File: src/design/hcos_params.svh
// Constants for the hub configuration and power-mode block.
// Assumes inclusion by bare name from every design file that needs it.
`ifndef HCOS_PARAMS_SVH
`define HCOS_PARAMS_SVH

// Register byte offsets.
`define HCOS_A_VID    8'h00
`define HCOS_A_PID    8'h04
`define HCOS_A_DID    8'h08
`define HCOS_A_CFG    8'h0c
`define HCOS_A_NREM   8'h10
`define HCOS_A_DSELF  8'h14
`define HCOS_A_DBUS   8'h18
`define HCOS_A_OCD    8'h1c
`define HCOS_A_CTRL   8'h20
`define HCOS_A_STAT   8'h24

// Option bit positions in the CFG register.
`define HCOS_B_SELF   0
`define HCOS_B_HSD    1
`define HCOS_B_EOP    2
`define HCOS_B_GANG   3
`define HCOS_B_CMPD   4
`define HCOS_B_DYN    5

// Reset and default values.
`define HCOS_RST_CFG  6'h00
`define HCOS_DEF_DID  16'h0000
`define HCOS_RST_OCD  8'h00

// AXI responses.
`define HCOS_OKAY     2'h0
`define HCOS_SLVERR   2'h2

// Timing.
`define HCOS_CLK_NS       10
`define HCOS_OC_STEP_NS   2000000
`define HCOS_OC_STEP_CYC  (`HCOS_OC_STEP_NS / `HCOS_CLK_NS)
`define HCOS_DETACH_NS    20000
`define HCOS_DETACH_CYC   (`HCOS_DETACH_NS / `HCOS_CLK_NS)
`define HCOS_SAMPLE_CYC   12'h002

// Translator resources.
`define HCOS_TT_PER_PORT  4'h1
`define HCOS_TT_NP_BUFS   4'h4

`endif

File: src/design/hcos_pkg.sv
// Types shared by the hub configuration block.
// Assumes nothing beyond a SystemVerilog compiler.
package hcos_pkg;

  // Main sequencer states.
  typedef enum logic [1:0] {
    ST_SAMPLE = 2'b00,
    ST_LOAD   = 2'b01,
    ST_RUN    = 2'b10,
    ST_DROP   = 2'b11
  } hcos_state_e;

  // Configuration source.
  typedef enum logic [1:0] {
    SRC_DEF = 2'b00,
    SRC_SMB = 2'b01,
    SRC_EEP = 2'b10
  } hcos_src_e;

endpackage

File: src/design/hcos_oc_timer.sv
// Over-current persistence timer counting in 2 ms steps.
// Assumes oc_active is already synchronised to aclk.
`timescale 1ns/1ps
`include "hcos_params.svh"
module hcos_oc_timer #(
  parameter int STEP_CYC = `HCOS_OC_STEP_CYC
) (
  // Clock and reset.
  input  wire logic       aclk,
  input  wire logic       aresetn,
  // Condition and delay.
  input  wire logic       oc_active,
  input  wire logic [7:0] delay,
  // Result.
  output logic            oc_report
);
  localparam int PW = $clog2(STEP_CYC + 1);

  logic [PW-1:0] pre_reg, pre_next;
  logic [7:0]    cnt_reg, cnt_next;
  logic          rep_reg, rep_next;

  // Count whole steps while the condition holds.
  always_comb begin
    pre_next = pre_reg;
    cnt_next = cnt_reg;
    rep_next = rep_reg;
    if (!oc_active) begin
      pre_next = '0;
      cnt_next = 8'h00;
      rep_next = 1'b0;
    end else if (cnt_reg >= delay) begin
      rep_next = 1'b1;
    end else if (pre_reg == PW'(STEP_CYC - 1)) begin
      pre_next = '0;
      cnt_next = cnt_reg + 8'h01;
    end else begin
      pre_next = pre_reg + PW'(1);
    end
  end

  // State registers.
  always_ff @(posedge aclk) begin
    if (!aresetn) begin
      pre_reg <= '0;
      cnt_reg <= 8'h00;
      rep_reg <= 1'b0;
    end else begin
      pre_reg <= pre_next;
      cnt_reg <= cnt_next;
      rep_reg <= rep_next;
    end
  end

  assign oc_report = rep_reg;
endmodule

File: src/design/hcos_top.sv
// Hub configuration loader and power-mode controller.
// Assumes an AXI4-Lite master on aclk and asynchronous board pins.
`timescale 1ns/1ps
`include "hcos_params.svh"
module hcos_top #(
  parameter logic [15:0] DEF_VID  = 16'h1234, // Arbitrary value.
  parameter logic [15:0] DEF_PID  = 16'h5678, // Arbitrary value.
  parameter logic [15:0] DEF_REL  = `HCOS_DEF_DID,
  parameter int          OC_STEP  = `HCOS_OC_STEP_CYC
) (
  // Clock and reset.
  input  wire logic        aclk,
  input  wire logic        aresetn,
  // AXI4-Lite write.
  input  wire logic [7:0]  s_axi_awaddr,
  input  wire logic        s_axi_awvalid,
  output logic             s_axi_awready,
  input  wire logic [31:0] s_axi_wdata,
  input  wire logic [3:0]  s_axi_wstrb,
  input  wire logic        s_axi_wvalid,
  output logic             s_axi_wready,
  output logic [1:0]       s_axi_bresp,
  output logic             s_axi_bvalid,
  input  wire logic        s_axi_bready,
  // AXI4-Lite read.
  input  wire logic [7:0]  s_axi_araddr,
  input  wire logic        s_axi_arvalid,
  output logic             s_axi_arready,
  output logic [31:0]      s_axi_rdata,
  output logic [1:0]       s_axi_rresp,
  output logic             s_axi_rvalid,
  input  wire logic        s_axi_rready,
  // Board pins.
  input  wire logic        config_source_select_hi,
  input  wire logic        config_source_select_lo,
  input  wire logic        local_power_detect,
  input  wire logic [1:0]  fixed_port_straps,
  input  wire logic        over_current,
  // Link state from the hub core.
  input  wire logic        link_full_speed,
  // Configuration results.
  output logic [15:0]      vendor_identifier,
  output logic [15:0]      product_identifier,
  output logic [15:0]      release_number,
  output logic             self_powered,
  output logic             hs_enable,
  output logic             eop_at_eof1_en,
  output logic             current_sense_ganged,
  output logic             compound_device,
  output logic [1:0]       fixed_ports,
  output logic [1:0]       port_enable,
  output logic [1:0]       port_power,
  output logic             upstream_connect,
  output logic             over_current_report,
  output logic             config_loaded
);

  ////////////////////////////////////////////////////////////////////////////
  // Helpers.

  // Merge written bytes into a register image.
  function automatic logic [31:0] merge(input logic [31:0] old,
                                        input logic [31:0] wd,
                                        input logic [3:0]  st);
    logic [31:0] r;
    r = old;
    for (int i = 0; i < 4; i++) begin
      if (st[i]) r[8*i +: 8] = wd[8*i +: 8];
    end
    return r;
  endfunction

  // Force disabled ports to run downward from port 2 (bit 1).
  function automatic logic [1:0] dis_order(input logic [1:0] d);
    return {d[1] | d[0], d[0]};
  endfunction

  // Mapped register test.
  function automatic logic mapped(input logic [7:0] a);
    return {a[7:2], 2'b00} <= `HCOS_A_STAT;
  endfunction

  ////////////////////////////////////////////////////////////////////////////
  // Pin synchronisers: sel hi, sel lo, power, straps, over-current.

  logic [5:0] sync_a_reg, sync_b_reg;
  always_ff @(posedge aclk) begin
    if (!aresetn) begin
      sync_a_reg <= 6'h00;
      sync_b_reg <= 6'h00;
    end else begin
      sync_a_reg <= {config_source_select_hi, config_source_select_lo,
                     local_power_detect, fixed_port_straps, over_current};
      sync_b_reg <= sync_a_reg;
    end
  end

  logic       lp_s;
  logic [1:0] straps_s;
  assign lp_s     = sync_b_reg[3];
  assign straps_s = sync_b_reg[2:1];

  ////////////////////////////////////////////////////////////////////////////
  // AXI4-Lite slave.

  logic        aw_rdy_reg, aw_rdy_next, bvalid_reg, bvalid_next;
  logic [1:0]  bresp_reg, bresp_next, rresp_reg, rresp_next;
  logic        ar_rdy_reg, ar_rdy_next, rvalid_reg, rvalid_next;
  logic [31:0] rdata_reg, rdata_next, rd_word;
  logic        wr_fire, rd_fire;
  logic [7:0]  wa;

  hcos_pkg::hcos_state_e st_reg, st_next;
  hcos_pkg::hcos_src_e   src_reg, src_next;
  logic [11:0] cnt_reg, cnt_next;
  logic [15:0] vid_reg, vid_next, pid_reg, pid_next, did_reg, did_next;
  logic [5:0]  cfg_reg, cfg_next;
  logic [1:0]  nrem_reg, nrem_next, dself_reg, dself_next;
  logic [1:0]  dbus_reg, dbus_next;
  logic [7:0]  ocd_reg, ocd_next;
  logic        sp_reg, sp_next, lp_reg, lp_next;
  logic        oc_rep;

  assign wr_fire = aw_rdy_reg & s_axi_awvalid & s_axi_wvalid;
  assign rd_fire = ar_rdy_reg & s_axi_arvalid;
  assign wa      = {s_axi_awaddr[7:2], 2'b00};

  // Read data mux.
  always_comb begin
    logic [7:0] ra;
    ra = {s_axi_araddr[7:2], 2'b00};
    rd_word = 32'h0000_0000;
    if (ra == `HCOS_A_VID) rd_word[15:0] = vid_reg;
    else if (ra == `HCOS_A_PID) rd_word[15:0] = pid_reg;
    else if (ra == `HCOS_A_DID) rd_word[15:0] = did_reg;
    else if (ra == `HCOS_A_CFG) rd_word[5:0] = cfg_reg;
    else if (ra == `HCOS_A_NREM) rd_word[1:0] = nrem_reg;
    else if (ra == `HCOS_A_DSELF) rd_word[1:0] = dself_reg;
    else if (ra == `HCOS_A_DBUS) rd_word[1:0] = dbus_reg;
    else if (ra == `HCOS_A_OCD) rd_word[7:0] = ocd_reg;
    else if (ra == `HCOS_A_STAT) begin
      rd_word[15:0] = {`HCOS_TT_PER_PORT, `HCOS_TT_NP_BUFS, 1'b0,
                       lp_s, oc_rep, upstream_connect, sp_reg,
                       config_loaded, src_reg};
    end
  end

  // Handshake and response next values.
  always_comb begin
    aw_rdy_next = s_axi_awvalid & s_axi_wvalid & ~aw_rdy_reg & ~bvalid_reg;
    bvalid_next = wr_fire | (bvalid_reg & ~s_axi_bready);
    bresp_next  = bresp_reg;
    if (wr_fire) bresp_next = mapped(wa) ? `HCOS_OKAY : `HCOS_SLVERR;
    ar_rdy_next = s_axi_arvalid & ~ar_rdy_reg & ~rvalid_reg;
    rvalid_next = rd_fire | (rvalid_reg & ~s_axi_rready);
    rdata_next  = rd_fire ? rd_word : rdata_reg;
    rresp_next  = rresp_reg;
    if (rd_fire) rresp_next = mapped(s_axi_araddr) ? `HCOS_OKAY : `HCOS_SLVERR;
  end

  // Bus registers.
  always_ff @(posedge aclk) begin
    if (!aresetn) begin
      aw_rdy_reg <= 1'b0;
      bvalid_reg <= 1'b0;
      bresp_reg  <= `HCOS_OKAY;
      ar_rdy_reg <= 1'b0;
      rvalid_reg <= 1'b0;
      rdata_reg  <= 32'h0000_0000;
      rresp_reg  <= `HCOS_OKAY;
    end else begin
      aw_rdy_reg <= aw_rdy_next;
      bvalid_reg <= bvalid_next;
      bresp_reg  <= bresp_next;
      ar_rdy_reg <= ar_rdy_next;
      rvalid_reg <= rvalid_next;
      rdata_reg  <= rdata_next;
      rresp_reg  <= rresp_next;
    end
  end

  assign s_axi_awready = aw_rdy_reg;
  assign s_axi_wready  = aw_rdy_reg;
  assign s_axi_bvalid  = bvalid_reg;
  assign s_axi_bresp   = bresp_reg;
  assign s_axi_arready = ar_rdy_reg;
  assign s_axi_rvalid  = rvalid_reg;
  assign s_axi_rdata   = rdata_reg;
  assign s_axi_rresp   = rresp_reg;

  ////////////////////////////////////////////////////////////////////////////
  // Source selection, loading and dynamic power sequencing.

  always_comb begin
    logic [31:0] m;
    m = merge(32'h0000_0000, s_axi_wdata, s_axi_wstrb);
    st_next = st_reg;
    src_next = src_reg;
    cnt_next = cnt_reg;
    vid_next = vid_reg;
    pid_next = pid_reg;
    did_next = did_reg;
    cfg_next = cfg_reg;
    nrem_next = nrem_reg;
    dself_next = dself_reg;
    dbus_next = dbus_reg;
    ocd_next = ocd_reg;
    sp_next = sp_reg;
    lp_next = lp_reg;
    case (st_reg)
      hcos_pkg::ST_SAMPLE: begin
        if (cnt_reg == `HCOS_SAMPLE_CYC) begin
          case (sync_b_reg[5:4])
            2'b00: src_next = hcos_pkg::SRC_DEF;
            2'b01: src_next = hcos_pkg::SRC_SMB;
            default: src_next = hcos_pkg::SRC_EEP;
          endcase
          st_next = hcos_pkg::ST_LOAD;
          cnt_next = 12'h000;
        end else begin
          cnt_next = cnt_reg + 12'h001;
        end
      end
      hcos_pkg::ST_LOAD: begin
        if (src_reg == hcos_pkg::SRC_DEF) begin
          vid_next = DEF_VID;
          pid_next = DEF_PID;
          did_next = DEF_REL;
          cfg_next = `HCOS_RST_CFG;
          cfg_next[`HCOS_B_SELF] = lp_s;
          cfg_next[`HCOS_B_GANG] = lp_s;
          cfg_next[`HCOS_B_CMPD] = |straps_s;
          nrem_next = straps_s;
          sp_next = lp_s;
          lp_next = lp_s;
          st_next = hcos_pkg::ST_RUN;
        end else if (wr_fire) begin
          if (wa == `HCOS_A_VID) vid_next = 16'(merge({16'h0, vid_reg},
            s_axi_wdata, s_axi_wstrb));
          else if (wa == `HCOS_A_PID) pid_next = 16'(merge({16'h0, pid_reg},
            s_axi_wdata, s_axi_wstrb));
          else if (wa == `HCOS_A_DID) did_next = 16'(merge({16'h0, did_reg},
            s_axi_wdata, s_axi_wstrb));
          else if (wa == `HCOS_A_CFG && s_axi_wstrb[0]) cfg_next = m[5:0];
          else if (wa == `HCOS_A_NREM && s_axi_wstrb[0]) nrem_next = m[1:0];
          else if (wa == `HCOS_A_DSELF && s_axi_wstrb[0]) dself_next = m[1:0];
          else if (wa == `HCOS_A_DBUS && s_axi_wstrb[0]) dbus_next = m[1:0];
          else if (wa == `HCOS_A_OCD && s_axi_wstrb[0]) ocd_next = m[7:0];
          else if (wa == `HCOS_A_CTRL && s_axi_wstrb[0] && m[0]) begin
            st_next = hcos_pkg::ST_RUN;
            sp_next = cfg_reg[`HCOS_B_DYN] ? lp_s : cfg_reg[`HCOS_B_SELF];
            lp_next = lp_s;
          end
        end
      end
      hcos_pkg::ST_RUN: begin
        if (cfg_reg[`HCOS_B_DYN] && lp_s != lp_reg) begin
          st_next = hcos_pkg::ST_DROP;
          cnt_next = 12'h000;
        end
      end
      default: begin
        if (cnt_reg == 12'(`HCOS_DETACH_CYC - 1)) begin
          st_next = hcos_pkg::ST_RUN;
          sp_next = lp_s;
          lp_next = lp_s;
        end else begin
          cnt_next = cnt_reg + 12'h001;
        end
      end
    endcase
  end

  // Sequencer and configuration registers.
  always_ff @(posedge aclk) begin
    if (!aresetn) begin
      st_reg <= hcos_pkg::ST_SAMPLE;
      src_reg <= hcos_pkg::SRC_DEF;
      cnt_reg <= 12'h000;
      vid_reg <= DEF_VID;
      pid_reg <= DEF_PID;
      did_reg <= DEF_REL;
      cfg_reg <= `HCOS_RST_CFG;
      nrem_reg <= 2'h0;
      dself_reg <= 2'h0;
      dbus_reg <= 2'h0;
      ocd_reg <= `HCOS_RST_OCD;
      sp_reg <= 1'b0;
      lp_reg <= 1'b0;
    end else begin
      st_reg <= st_next;
      src_reg <= src_next;
      cnt_reg <= cnt_next;
      vid_reg <= vid_next;
      pid_reg <= pid_next;
      did_reg <= did_next;
      cfg_reg <= cfg_next;
      nrem_reg <= nrem_next;
      dself_reg <= dself_next;
      dbus_reg <= dbus_next;
      ocd_reg <= ocd_next;
      sp_reg <= sp_next;
      lp_reg <= lp_next;
    end
  end

  ////////////////////////////////////////////////////////////////////////////
  // Registered outputs derived from the next configuration.

  logic [12:0] out_reg, out_next;
  logic        run_n;
  logic [1:0]  dis_n;
  always_comb begin
    run_n = st_next == hcos_pkg::ST_RUN;
    dis_n = sp_next ? dis_order(dself_next)
                    : dis_order(dbus_next);
    out_next = {run_n, // upstream attach
      ~dis_n & {2{run_n}}, // port power
      ~dis_n & {2{run_n}}, // port enable
      nrem_next,
      cfg_next[`HCOS_B_CMPD],
      cfg_next[`HCOS_B_GANG],
      cfg_next[`HCOS_B_EOP] & link_full_speed,
      ~cfg_next[`HCOS_B_HSD],
      sp_next,
      st_next != hcos_pkg::ST_SAMPLE && st_next != hcos_pkg::ST_LOAD};
  end

  always_ff @(posedge aclk) begin
    if (!aresetn) out_reg <= 13'h0000;
    else out_reg <= out_next;
  end

  assign {upstream_connect, port_power, port_enable, fixed_ports,
          compound_device, current_sense_ganged, eop_at_eof1_en,
          hs_enable, self_powered, config_loaded} = out_reg;
  assign vendor_identifier  = vid_reg;
  assign product_identifier = pid_reg;
  assign release_number     = did_reg;
  assign over_current_report = oc_rep;

  // Over-current persistence.
  hcos_oc_timer #(.STEP_CYC(OC_STEP)) u_oc (
    .aclk      (aclk),
    .aresetn   (aresetn),
    .oc_active (sync_b_reg[0] & config_loaded),
    .delay     (ocd_reg),
    .oc_report (oc_rep)
  );

  logic def_ld;
  assign def_ld = config_loaded && src_reg == hcos_pkg::SRC_DEF;
endmodule

File: config.mk
export PLATFORM = sky130hd
export DESIGN_NAME = hcos_top
export DESIGN_NICKNAME = d
export VERILOG_FILES = /design/src/design/hcos_pkg.sv /design/src/design/hcos_oc_timer.sv /design/src/design/hcos_top.sv
export VERILOG_INCLUDE_DIRS = /design/src /design/src/design
export SDC_FILE = /design/constraint.sdc
export NUM_CORES = 1
export LEC_CHECK = 0
export ABC_CLOCK_PERIOD_IN_PS = 4500
export CAP_MARGIN = 20
export CORE_UTILIZATION = 58
export CTS_CLUSTER_DIAMETER = 150
export CTS_CLUSTER_SIZE = 24
export DETAILED_ROUTE_END_ITERATION = 16
export DONT_BUFFER_PORTS = 1
export MAX_ROUTING_LAYER = met4
export PLACE_DENSITY_LB_ADDON = 0.15
export SLEW_MARGIN = 10
export SYNTH_ARGS = -nofsm -noshare
export SYNTH_HDL_FRONTEND = slang
export SYNTH_SLANG_ARGS = --single-unit
File: constraint.sdc
create_clock -name aclk -period 4.5 [get_ports aclk]
set_clock_uncertainty 0.1 [all_clocks]
set_input_delay 0.9 -clock aclk [delete_from_list [all_inputs] [get_ports aclk]]
set_output_delay 0.9 -clock aclk [all_outputs]
set_load 0.005 [all_outputs]
==> results of run 1 <==
==> cell usage after synthesis, types with 4 or more instances <==
cell type  instances  share of area, %
xor2_1            22               2.7
nor4_1             4              0.35
nand3_1           34               2.4
a31oi_1            7              0.62
buf_4             22               2.3
o211a_1            7              0.98
nand4_1           14               1.2
nor3_1            13              0.91
o22ai_1           13               1.1
nand2_1           75               4.0
o31ai_1            6              0.63
and3_1            16               1.4
ha_1              12               2.1
nor4b_1            5              0.62
o2111ai_1          4              0.49
a21oi_1           50               3.5
o21a_1             6              0.63
inv_1             17              0.90
a21boi_0          22               2.3
nand2b_1          10              0.88
a22oi_1           24               2.5
nor2_1            64               3.4
a222oi_1          12               1.7
and2_1            26               2.3
o21ai_0           47               3.3
a211oi_1           5              0.53
clkbuf_1          37               2.0
or3_1             10              0.88
or4_1              5              0.53
mux2i_1           15               2.1
dfxtp_1          152                43
o211ai_1           5              0.53
nor2b_1           35               3.1
==> layout by cell type (no fill, tap or decap), drive strengths merged, types with 3 or more instances in the layout <==
cell type	count
a311oi	3
and3	16
o21ai	49
and2	26
o211ai	6
nand4	14
a21boi	22
nor4	5
conb	18
or4	5
xor2	22
dfxtp	152
a222oi	12
nand2b	10
a31oi	7
bufinv	5
inv	17
nand3	34
clkinv	3
nor4b	5
o22ai	13
buf	4
nor2	64
nor3b	3
ha	12
mux2i	15
clkbuf	22
o21a	6
a211oi	5
o2111ai	4
nor2b	35
a21oi	50
a22oi	24
nor3	14
o31ai	6
nand2	75
or3	10
o211a	7
==> cells by family (layout without fill, tap and decap cells) <==
group           count (synthesis)  count (layout)  synth area share (%)
mux                            15              15                  2.11
flops                         152             152                  42.7
xor+xnor                       24              24                  2.95
fa+ha+maj                      12              12                  2.11
other cells                     1              18                0.0527
simple gates                  326             326                  23.7
buf+inv                        80              53                  5.43
compound gates                223             223                  20.9
==> layer usage <==
layer / track usage [%] / part of all wire (%) / vias to the layer above
met5: - / 0 / -
met2: 47.4 / 46 / 296
met4: 13.8 / 2.8 / 0
met3: 8.14 / 9.3 / 48
met1: 37.7 / 42 / 2913
li1: - / - / 2935
==> layout make-up <==
| cell class | count | area share (%) |
|---|---|---|
| Timing Repair Buffer | 4 | 0.388 |
| Multi-Input combinational cell | 618 | 48.5 |
| Sequential cell | 152 | 39.3 |
| Clock buffer | 22 | 6.13 |
| Tap cell | 147 | 2.38 |
| Clock inverter | 10 | 2.47 |
| Inverter | 17 | 0.824 |
==> critical path: stages (launching register included) <==
cell	delay, ns
dfxtp_1	0.38
inv_1	0.09
ha_1	0.28
nor2b_1	0.04
o21ai_0	0.25
a41oi_2	0.47
o211ai_2	0.50
nand2_1	0.47
o21ba_2	0.39
==> per-stage QoR <==
| stage | instances | total power [mW] | utilization [%] | setup WS, ns |
|---|---|---|---|---|
| after floorplan | 850 | 1.72 | - | 2.06 |
| after global placement | 936 | 1.76 | 58.8 | 1.56 |
| after detailed placement | 937 | 1.77 | 58.8 | 1.46 |
| after CTS | 969 | 3.34 | 64.4 | 1.37 |
| after global routing | 970 | 3.46 | 64.4 | 1.22 |
| final | 970 | 3.34 | 64.4 | 1.47 |
==> where the power goes <==
part	switching [mW]	internal, mW	total (mW)
clock network	0.558	1.03	1.59
logic	0.195	0.0982	0.293
registers	0.0630	1.39	1.46
total	0.816	2.52	3.34
==> how the worst max path moves through the flow <==
stage	slack [ns]	end	from
CTS	1.37	u_oc.pre_reg[15]	ocd_reg[6]
finish	1.47	u_oc.pre_reg[9]	u_oc.cnt_reg[0]
floorplan	2.06	vendor_identifier[12]	s_axi_awaddr[5]
detailed placement	1.46	u_oc.pre_reg[15]	ocd_reg[6]
global route	1.22	u_oc.pre_reg[9]	u_oc.cnt_reg[0]
global placement	1.56	u_oc.pre_reg[15]	ocd_reg[6]
==> metrics.cfg, run 1 <==
[outcome]
outcome = finished clean

[synthesis]
synth_edf_count = 0
ys_warn_count = 0
yosys_register_bits = 152
synthArstFlopShare_pct = 0
synthCells = 833
syn_area_um2 = 7120
syn_avg_cell_area_um2 = 8.55
synthFlopType = dfxtp_1
yosysSeqAreaShare_pct = 42.7
synth_cell_types = 59

[cts]
ctsRootBufferMaster = clkbuf_16
cts_buffers = 17
htreeDepth = 4
path_clk_slew_ns = 0.06
ctsResizeCount = 0
cts_tree = done
cts_max_path_buffers = 2
cts_sinks = 152
clk-insertion-delay-late_ns = 0.42
cts-hold-fix-buffers = 0
cts_setup_buffers = 0

[pwr]
peakVddDrop_uv = 283
p_per_area_nw_per_um2 = 432
p_leak_nw = 2.74

[global_route]
grt_pass1_wl_mm = 29.7
grt_pass1_vias = 5837
grt_overflow_total = 0
grt.total_usage_pct = 30.7
antenna_found_initial = 0
grt_max_degree = 112

[placement]
placed_cell_area_um2 = 7070
io_buffers = 0
gp_congestion = 0.948
dpl.hpwl_mm = 13.1

[sta]
min_period_ns = 3.03
fmaxAchievable_ghz = 0.330
rsz0062_at_grt = false
setup_viol = 0
setup-tns-final_ns = 0
maxSlewViolCount = 0
worstMarginPinSlew_ns = 0.974
fin_crit_sh_pct = 67.4
whs_ns = 0.336
max_slew_margin_pct = 35.0
hold_viol = 0

[job]
maxCapViolCount = 0

[min_path]
min_from = sync_a_reg[4]
hold_path.class = flip-flop to flip-flop
min_to = sync_b_reg[4]
hold_depth = 1

[finish]
final_cell_area_um2 = 7740
register_area_um2 = 3040
area_delta_synth_final_pct = 8.72
finalNetCount = 888
nFillCells = 1026
drive_above_1_share_pct = 5.22
largest_reg_flops = 18
multiInputGateArea_um2 = 3750
antenna_cells = 0

[die]
io-pin-count = 169
die_area_um2 = 12700
die_y_um = 113
start_util_pct = 59.3
die-width_um = 113
rows = 40
core_area_um2 = 12000

[drt]
drcViolationCount = 0
wirelength_mm = 18.7
dr.pass1.iters = 7
postRouteAntennaNets = 0
viasPerCell = 6.38
post_drt_wl_per_cell_um = 19.2
drt_iter0_drc = 667
route.vias.total = 6192

[worst_setup_path]
r2r_slack_ns = 1.47
worstReg2RegEnd = u_oc.pre_reg[9]
start_kind = flip-flop
r2r_start = u_oc.cnt_reg[0]
worstPathArrival_ns = 3.30
cp.required_ns = 4.77
crit_path_max_fanout = 18
ff2ff_path_depth = 8
cp-end-kind = flip-flop
path_class = flip-flop to flip-flop

No activity file was read; power rests on OpenSTA's default activity.
==> run 2, diff against run 1 <==
- ABC_CLOCK_PERIOD_IN_PS: 4500 -> 3000
- clock period: 4.5 -> 3 ns (I/O delays scaled with it)
==> run 2 against run 1 <==
Effect of this change:
- clock power is 30% higher
- global-route usage is 0.24 points higher
- largest cell class unchanged
- critical endpoint is now u_oc.cnt_reg[5]
- core utilization is 0.073 points lower
- cell area is 0.11% lower
- worst setup slack worse by 1.2 ns
- wire length is 0.36% lower
- combinational power is 61% higher
- die area stayed put
- via count is 1.8% higher
- cell count is 1.1% higher
- register-to-register slack worse by 1.2 ns
- critical path depth stayed put
==> metrics.cfg, run 2 (synthesized netlist as in run 1, its figures left out) <==
[outcome]
outcome = finished clean

[drt]
dr.pass1.iters = 5  ; -2
route.vias.total = 6305  ; +1.8%
postRouteAntennaNets = 0  ; unchanged
post_drt_wl_per_cell_um = 19.0  ; -1.5%
drcViolationCount = 0  ; unchanged
wirelength_mm = 18.6  ; -0.36%
viasPerCell = 6.43  ; +0.68%
drt_iter0_drc = 644  ; -3.4%

[die]
core_area_um2 = 12000  ; unchanged
die_y_um = 113  ; unchanged
die_area_um2 = 12700  ; unchanged
start_util_pct = 59.3  ; unchanged
die-width_um = 113  ; unchanged
rows = 40  ; unchanged
io-pin-count = 169  ; unchanged

[placement]
io_buffers = 0  ; unchanged
dpl.hpwl_mm = 13.4  ; +2.0%
gp_congestion = 0.946  ; -0.14%

[cts]
cts_buffers = 17  ; unchanged
cts_setup_buffers = 0  ; unchanged
cts_max_path_buffers = 2  ; unchanged
htreeDepth = 4  ; unchanged
cts-hold-fix-buffers = 0  ; unchanged
cts_tree = done
cts_sinks = 152  ; unchanged
ctsRootBufferMaster = clkbuf_16
ctsResizeCount = 0  ; unchanged
path_clk_slew_ns = 0.06  ; about the same
clk-insertion-delay-late_ns = 0.42  ; about the same

[sta]
setup-tns-final_ns = 0  ; unchanged
worstMarginPinSlew_ns = 0.699  ; -0.275 ns
min_period_ns = 2.69  ; -0.346 ns
setup_viol = 0  ; unchanged
maxSlewViolCount = 0  ; unchanged
hold_viol = 0  ; unchanged
fmaxAchievable_ghz = 0.372  ; +13%
max_slew_margin_pct = 53.4  ; +18 points
rsz0062_at_grt = false
fin_crit_sh_pct = 89.6  ; +22 points

[finish]
largest_reg_flops = 18  ; unchanged
drive_above_1_share_pct = 6.47  ; +1.3 points
area_delta_synth_final_pct = 8.59
layout_commonest_cell = dfxtp_1
multiInputGateArea_um2 = 3750  ; unchanged
register_area_um2 = 3040  ; unchanged
final_cell_mix = dfxtp_1, nand2_1, nor2_1, a21oi_1, o21ai_0
nFillCells = 1035  ; +0.88%
utilization_pct = 64.4  ; -0.073 points
finalNetCount = 899  ; +1.2%
antenna_cells = 0  ; unchanged

[min_path]
min_to = product_identifier[3]
min_from = aresetn
hold_depth = 1  ; unchanged
hold_path.class = primary input to flip-flop

[global_route]
grt_pass1_wl_mm = 30.1  ; +1.1%
grt_pass1_vias = 6005  ; +2.9%
grt.total_usage_pct = 31.0  ; +0.24 points
grt_max_degree = 112  ; unchanged
antenna_found_initial = 0  ; unchanged
grt_overflow_total = 0  ; unchanged

[pwr]
p_per_area_nw_per_um2 = 611  ; +42%
p_leak_nw = 2.75  ; +0.35%
peakVddDrop_uv = 386  ; +36%

[worst_setup_path]
cp-end-kind = flip-flop
crit_path_max_fanout = 11  ; -7
r2r_slack_ns = 0.31  ; -1.15 ns
cp.required_ns = 3.25  ; -1.52 ns
crit_path_start = u_oc.cnt_reg[2]
ff2ff_path_depth = 8  ; unchanged
path_class = flip-flop to flip-flop
worstReg2RegEnd = u_oc.cnt_reg[5]
worstPathArrival_ns = 2.93  ; -0.37 ns
start_kind = flip-flop
r2r_start = u_oc.cnt_reg[2]

[job]
maxCapViolCount = 0  ; unchanged

run 2: changes by cell type in the layout (fill, tap and decap cells not counted), sizes merged:
| cell | delta |
|---|---|
| clkinvlp | +2 |
| bufinv | -3 |
| buf | +11 |
| clkbuf | -2 |
| clkinv | +3 |
run 2: how the worst max path moves through the flow:
| stage | to | cells after the start |
|---|---|---|
| 3_3_place_gp | u_oc.cnt_reg[5] | 8 |
| 6_report | u_oc.cnt_reg[5] | 8 |
| 5_1_grt | u_oc.pre_reg[15] | 9 |
| 4_1_cts | u_oc.cnt_reg[5] | 9 |
| 2_1_floorplan | u_oc.pre_reg[15] | 8 |
| 3_5_place_dp | u_oc.cnt_reg[5] | 9 |
run 2: metal layers:
metal | vias up | share of wire, % | GRT usage [%]
met2 | 316 | 47 | 48.3
met4 | 0 | 2.5 | 13.9
li1 | 2949 | - | -
met1 | 2992 | 42 | 37.3
met3 | 48 | 8.9 | 8.73
met5 | - | 0 | -
run 2: area by class of cell:
class                   instances  share of cell area (%)
multi-input cells             618                    48.6
flip-flops and latches        152                    39.4
clock buffers                  20                    5.78
well taps                     147                    2.38
clock inverters                12                    1.65
repair buffers                 15                    1.46
inverters                      17                   0.825
run 2: worst max-delay path, stage by stage, from the launching register on:
cell and delay (ns):
dfxtp_1 0.44, ha_1 0.29, a21oi_1 0.14, o21ai_0 0.17, a41oi_2 0.43, buf_4 0.25
o211ai_1 0.14, or4_1 0.51, a21oi_1 0.14
run 2: stage by stage:
step	setup slack [ns]	hold slack [ns]	power (mW)	area, um^2	std cells
final	0.313	0.190	4.72	7730	981
after global routing	0.108	0.161	4.90	7730	981
after CTS	0.330	0.150	4.74	7730	981
after detailed placement	0.355	0.318	2.69	7160	949
after global placement	0.451	0.318	2.67	7160	949
after floorplan	0.730	0.312	2.57	7180	850
run 2: power by group:
group | internal (mW) | switching, mW
Clock | 1.24 | 0.829
Combinational | 0.167 | 0.304
Sequential | 2.09 | 0.0919
Total | 3.50 | 1.22
==> run 3, diff against run 2 <==
- CTS_CLUSTER_DIAMETER: 150 -> unset
- REMOVE_ABC_BUFFERS: unset -> 1
==> run 3 against run 2 <==
Effect of this change:
- fmax decreased by 1.4%
- sequential cell count unchanged
- combinational power increased by 2%
- core utilization about the same
- global-route usage increased by 1.1 points
- sequential share of layout area about the same
- wire length increased by 5.2%
- largest power group unchanged
==> metrics.cfg, run 3 (synthesized netlist as in run 1, its figures left out) <==
[outcome]
outcome = finished clean

[job]
maxCapViolCount = 0  ; unchanged

[worst_setup_path]
crit_path_max_fanout = 18  ; +7
cp_slowest_cell = nand2_1
r2r_start = u_oc.pre_reg[0]
cp-end-kind = flip-flop
cp.required_ns = 3.22  ; -0.03 ns
r2r_slack_ns = 0.27  ; -0.04 ns
ff2ff_path_depth = 7  ; -1
path_class = flip-flop to flip-flop
start_kind = flip-flop
max_stage_delay_ns = 0.51  ; about the same
cp_cell_sequence = ha_1 > and4_1 > or4b_1 > nor4_2 > o211ai_2 > nand2_1 > o21ba_2
worstReg2RegEnd = u_oc.pre_reg[9]
worstPathArrival_ns = 2.95  ; +0.02 ns

[drt]
post_drt_wl_per_cell_um = 19.9  ; +4.8%
drt_iter0_drc = 697  ; +8.2%
postRouteAntennaNets = 0  ; unchanged
route.vias.total = 6330  ; +0.40%
viasPerCell = 6.43  ; about the same
wirelength_mm = 19.6  ; +5.2%
dr.pass1.iters = 6  ; +1
drcViolationCount = 0  ; unchanged

[global_route]
grt_overflow_total = 0  ; unchanged
antenna_found_initial = 0  ; unchanged
grt.total_usage_pct = 32.0  ; +1.1 points
grt_pass1_vias = 6053  ; +0.80%
grt_pass1_wl_mm = 30.9  ; +2.7%
grt_max_degree = 112  ; unchanged

[min_path]
min_to = product_identifier[14]
hold_path.class = primary input to flip-flop
hold_depth = 1  ; unchanged
min_from = aresetn

[placement]
dpl.hpwl_mm = 13.9  ; +3.6%
io_buffers = 0  ; unchanged
gp_congestion = 0.978  ; +3.3%
placed_cells = 952  ; +0.32%

[sta]
setup-tns-final_ns = 0  ; unchanged
rsz0062_at_grt = false
fin_crit_sh_pct = 90.8  ; +1.3 points
min_period_ns = 2.73  ; +0.0379 ns
max_slew_margin_pct = 37.9  ; -15 points
worstMarginPinSlew_ns = 0.921  ; +0.222 ns
fmaxAchievable_ghz = 0.367  ; -1.4%
setup_viol = 0  ; unchanged
maxSlewViolCount = 0  ; unchanged
hold_viol = 0  ; unchanged

[finish]
nFillCells = 1028  ; -0.68%
layout_commonest_cell = dfxtp_1
drive_above_1_share_pct = 7.05  ; +0.57 points
largest_reg_flops = 18  ; unchanged
multiInputGateArea_um2 = 3750  ; unchanged
register_area_um2 = 3040  ; unchanged
finalNetCount = 902  ; +0.33%
final_cell_mix = dfxtp_1, nand2_1, nor2_1, a21oi_1, o21ai_0
antenna_cells = 0  ; unchanged
area_delta_synth_final_pct = 8.63  ; about the same
final_cells = 984  ; +0.31%

[pwr]
power_mw = 4.66  ; -1.3%
seqPwrFrac_pct = 46.6  ; +0.4 points
clockPowerShare_pct = 43.1  ; -0.7 points
p_per_area_nw_per_um2 = 603  ; -1.4%
sw_frac_of_total_pct = 28.0  ; +2.1 points
intPower_mw = 3.36  ; -4.1%
p_leak_nw = 2.75  ; +0.28%
p_comb_share_pct = 10.3  ; +0.3 points
peakVddDrop_uv = 540  ; +40%
p_sw_mw = 1.31  ; +6.5%

[die]
start_util_pct = 59.3  ; unchanged
io-pin-count = 169  ; unchanged
core_area_um2 = 12000  ; unchanged
die_area_um2 = 12700  ; unchanged
die-width_um = 113  ; unchanged
rows = 40  ; unchanged
die_y_um = 113  ; unchanged

[cts]
ctsRootBufferMaster = clkbuf_16
clk-insertion-delay-late_ns = 0.43  ; about the same
cts_max_path_buffers = 2  ; unchanged
cts-hold-fix-buffers = 0  ; unchanged
ctsResizeCount = 0  ; unchanged
cts_sinks = 152  ; unchanged
cts_tree = done
cts_setup_buffers = 0  ; unchanged
path_clk_slew_ns = 0.06  ; about the same
cts_buffers = 17  ; unchanged
htreeDepth = 4  ; unchanged

==> run 3: cell types whose count changed in the layout (fill, tap and decap cells not counted), sizes merged <==
cell    before  now
inv         17   22
buf         15   18
bufinv       2    0
clkbuf      20   18
clkinv       6    5
==> run 3: critical path: cells and delay by family (launching register included) <==
kind,cells,cell delay [ns]
flip-flops,1,0.36
AO/OA/AOI/OAI,2,0.48
AND/OR/NAND/NOR,4,1.48
adder cells (fa/ha/maj),1,0.20
==> run 3: how the worst max path moves through the flow <==
| stage | start | endpoint | slack, ns | cells after the start |
|---|---|---|---|---|
| CTS | u_oc.pre_reg[0] | u_oc.pre_reg[9] | 0.29 | 7 |
| floorplan | ocd_reg[2] | u_oc.pre_reg[15] | 0.52 | 8 |
| global placement | u_oc.pre_reg[0] | u_oc.pre_reg[9] | 0.37 | 7 |
| global route | u_oc.pre_reg[0] | u_oc.pre_reg[9] | 0.13 | 7 |
| detailed placement | u_oc.pre_reg[0] | u_oc.pre_reg[9] | 0.30 | 7 |
| finish | u_oc.pre_reg[0] | u_oc.pre_reg[9] | 0.27 | 7 |
==> run 3: power groups by stage <==
stage | Clock [mW] | Combinational, mW | Sequential, mW
2_1_floorplan | 0 | 0.320 | 2.19
3_3_place_gp | 0 | 0.458 | 2.21
3_5_place_dp | 0 | 0.467 | 2.22
4_1_cts | 2.02 | 0.474 | 2.17
5_1_grt | 2.10 | 0.525 | 2.18
6_report | 2.01 | 0.481 | 2.17
==> run 3: final cells by class <==
type                       instances  share of cell area [%]
clock buffer                      18                    5.68
clock inverter                    14                    1.49
inverter                          17                   0.825
multi-input combinational        618                    48.5
sequential                       152                    39.3
tap                              147                    2.38
timing repair buffer              18                    1.75
==> run 3: routing by layer <==
metal | global-route usage, % | share of wire, % | vias up
li1 | - | - | 2954
met1 | 35.8 | 38 | 3029
met2 | 53.5 | 49 | 301
met3 | 10.2 | 10 | 46
met4 | 12.2 | 2.4 | 0
met5 | - | 0 | -
==> run 3: through the flow <==
stage / area [um^2] / setup slack, ns / hold slack (ns) / util [%]
5_1_grt: 7730 / 0.131 / 0.135 / 64.4
4_1_cts: 7730 / 0.288 / 0.126 / 64.4
3_5_place_dp: 7180 / 0.299 / 0.320 / 59.8
6_report: 7730 / 0.275 / 0.157 / 64.4
3_3_place_gp: 7180 / 0.368 / 0.318 / 59.8
2_1_floorplan: 6860 / 0.521 / 0.312 / -
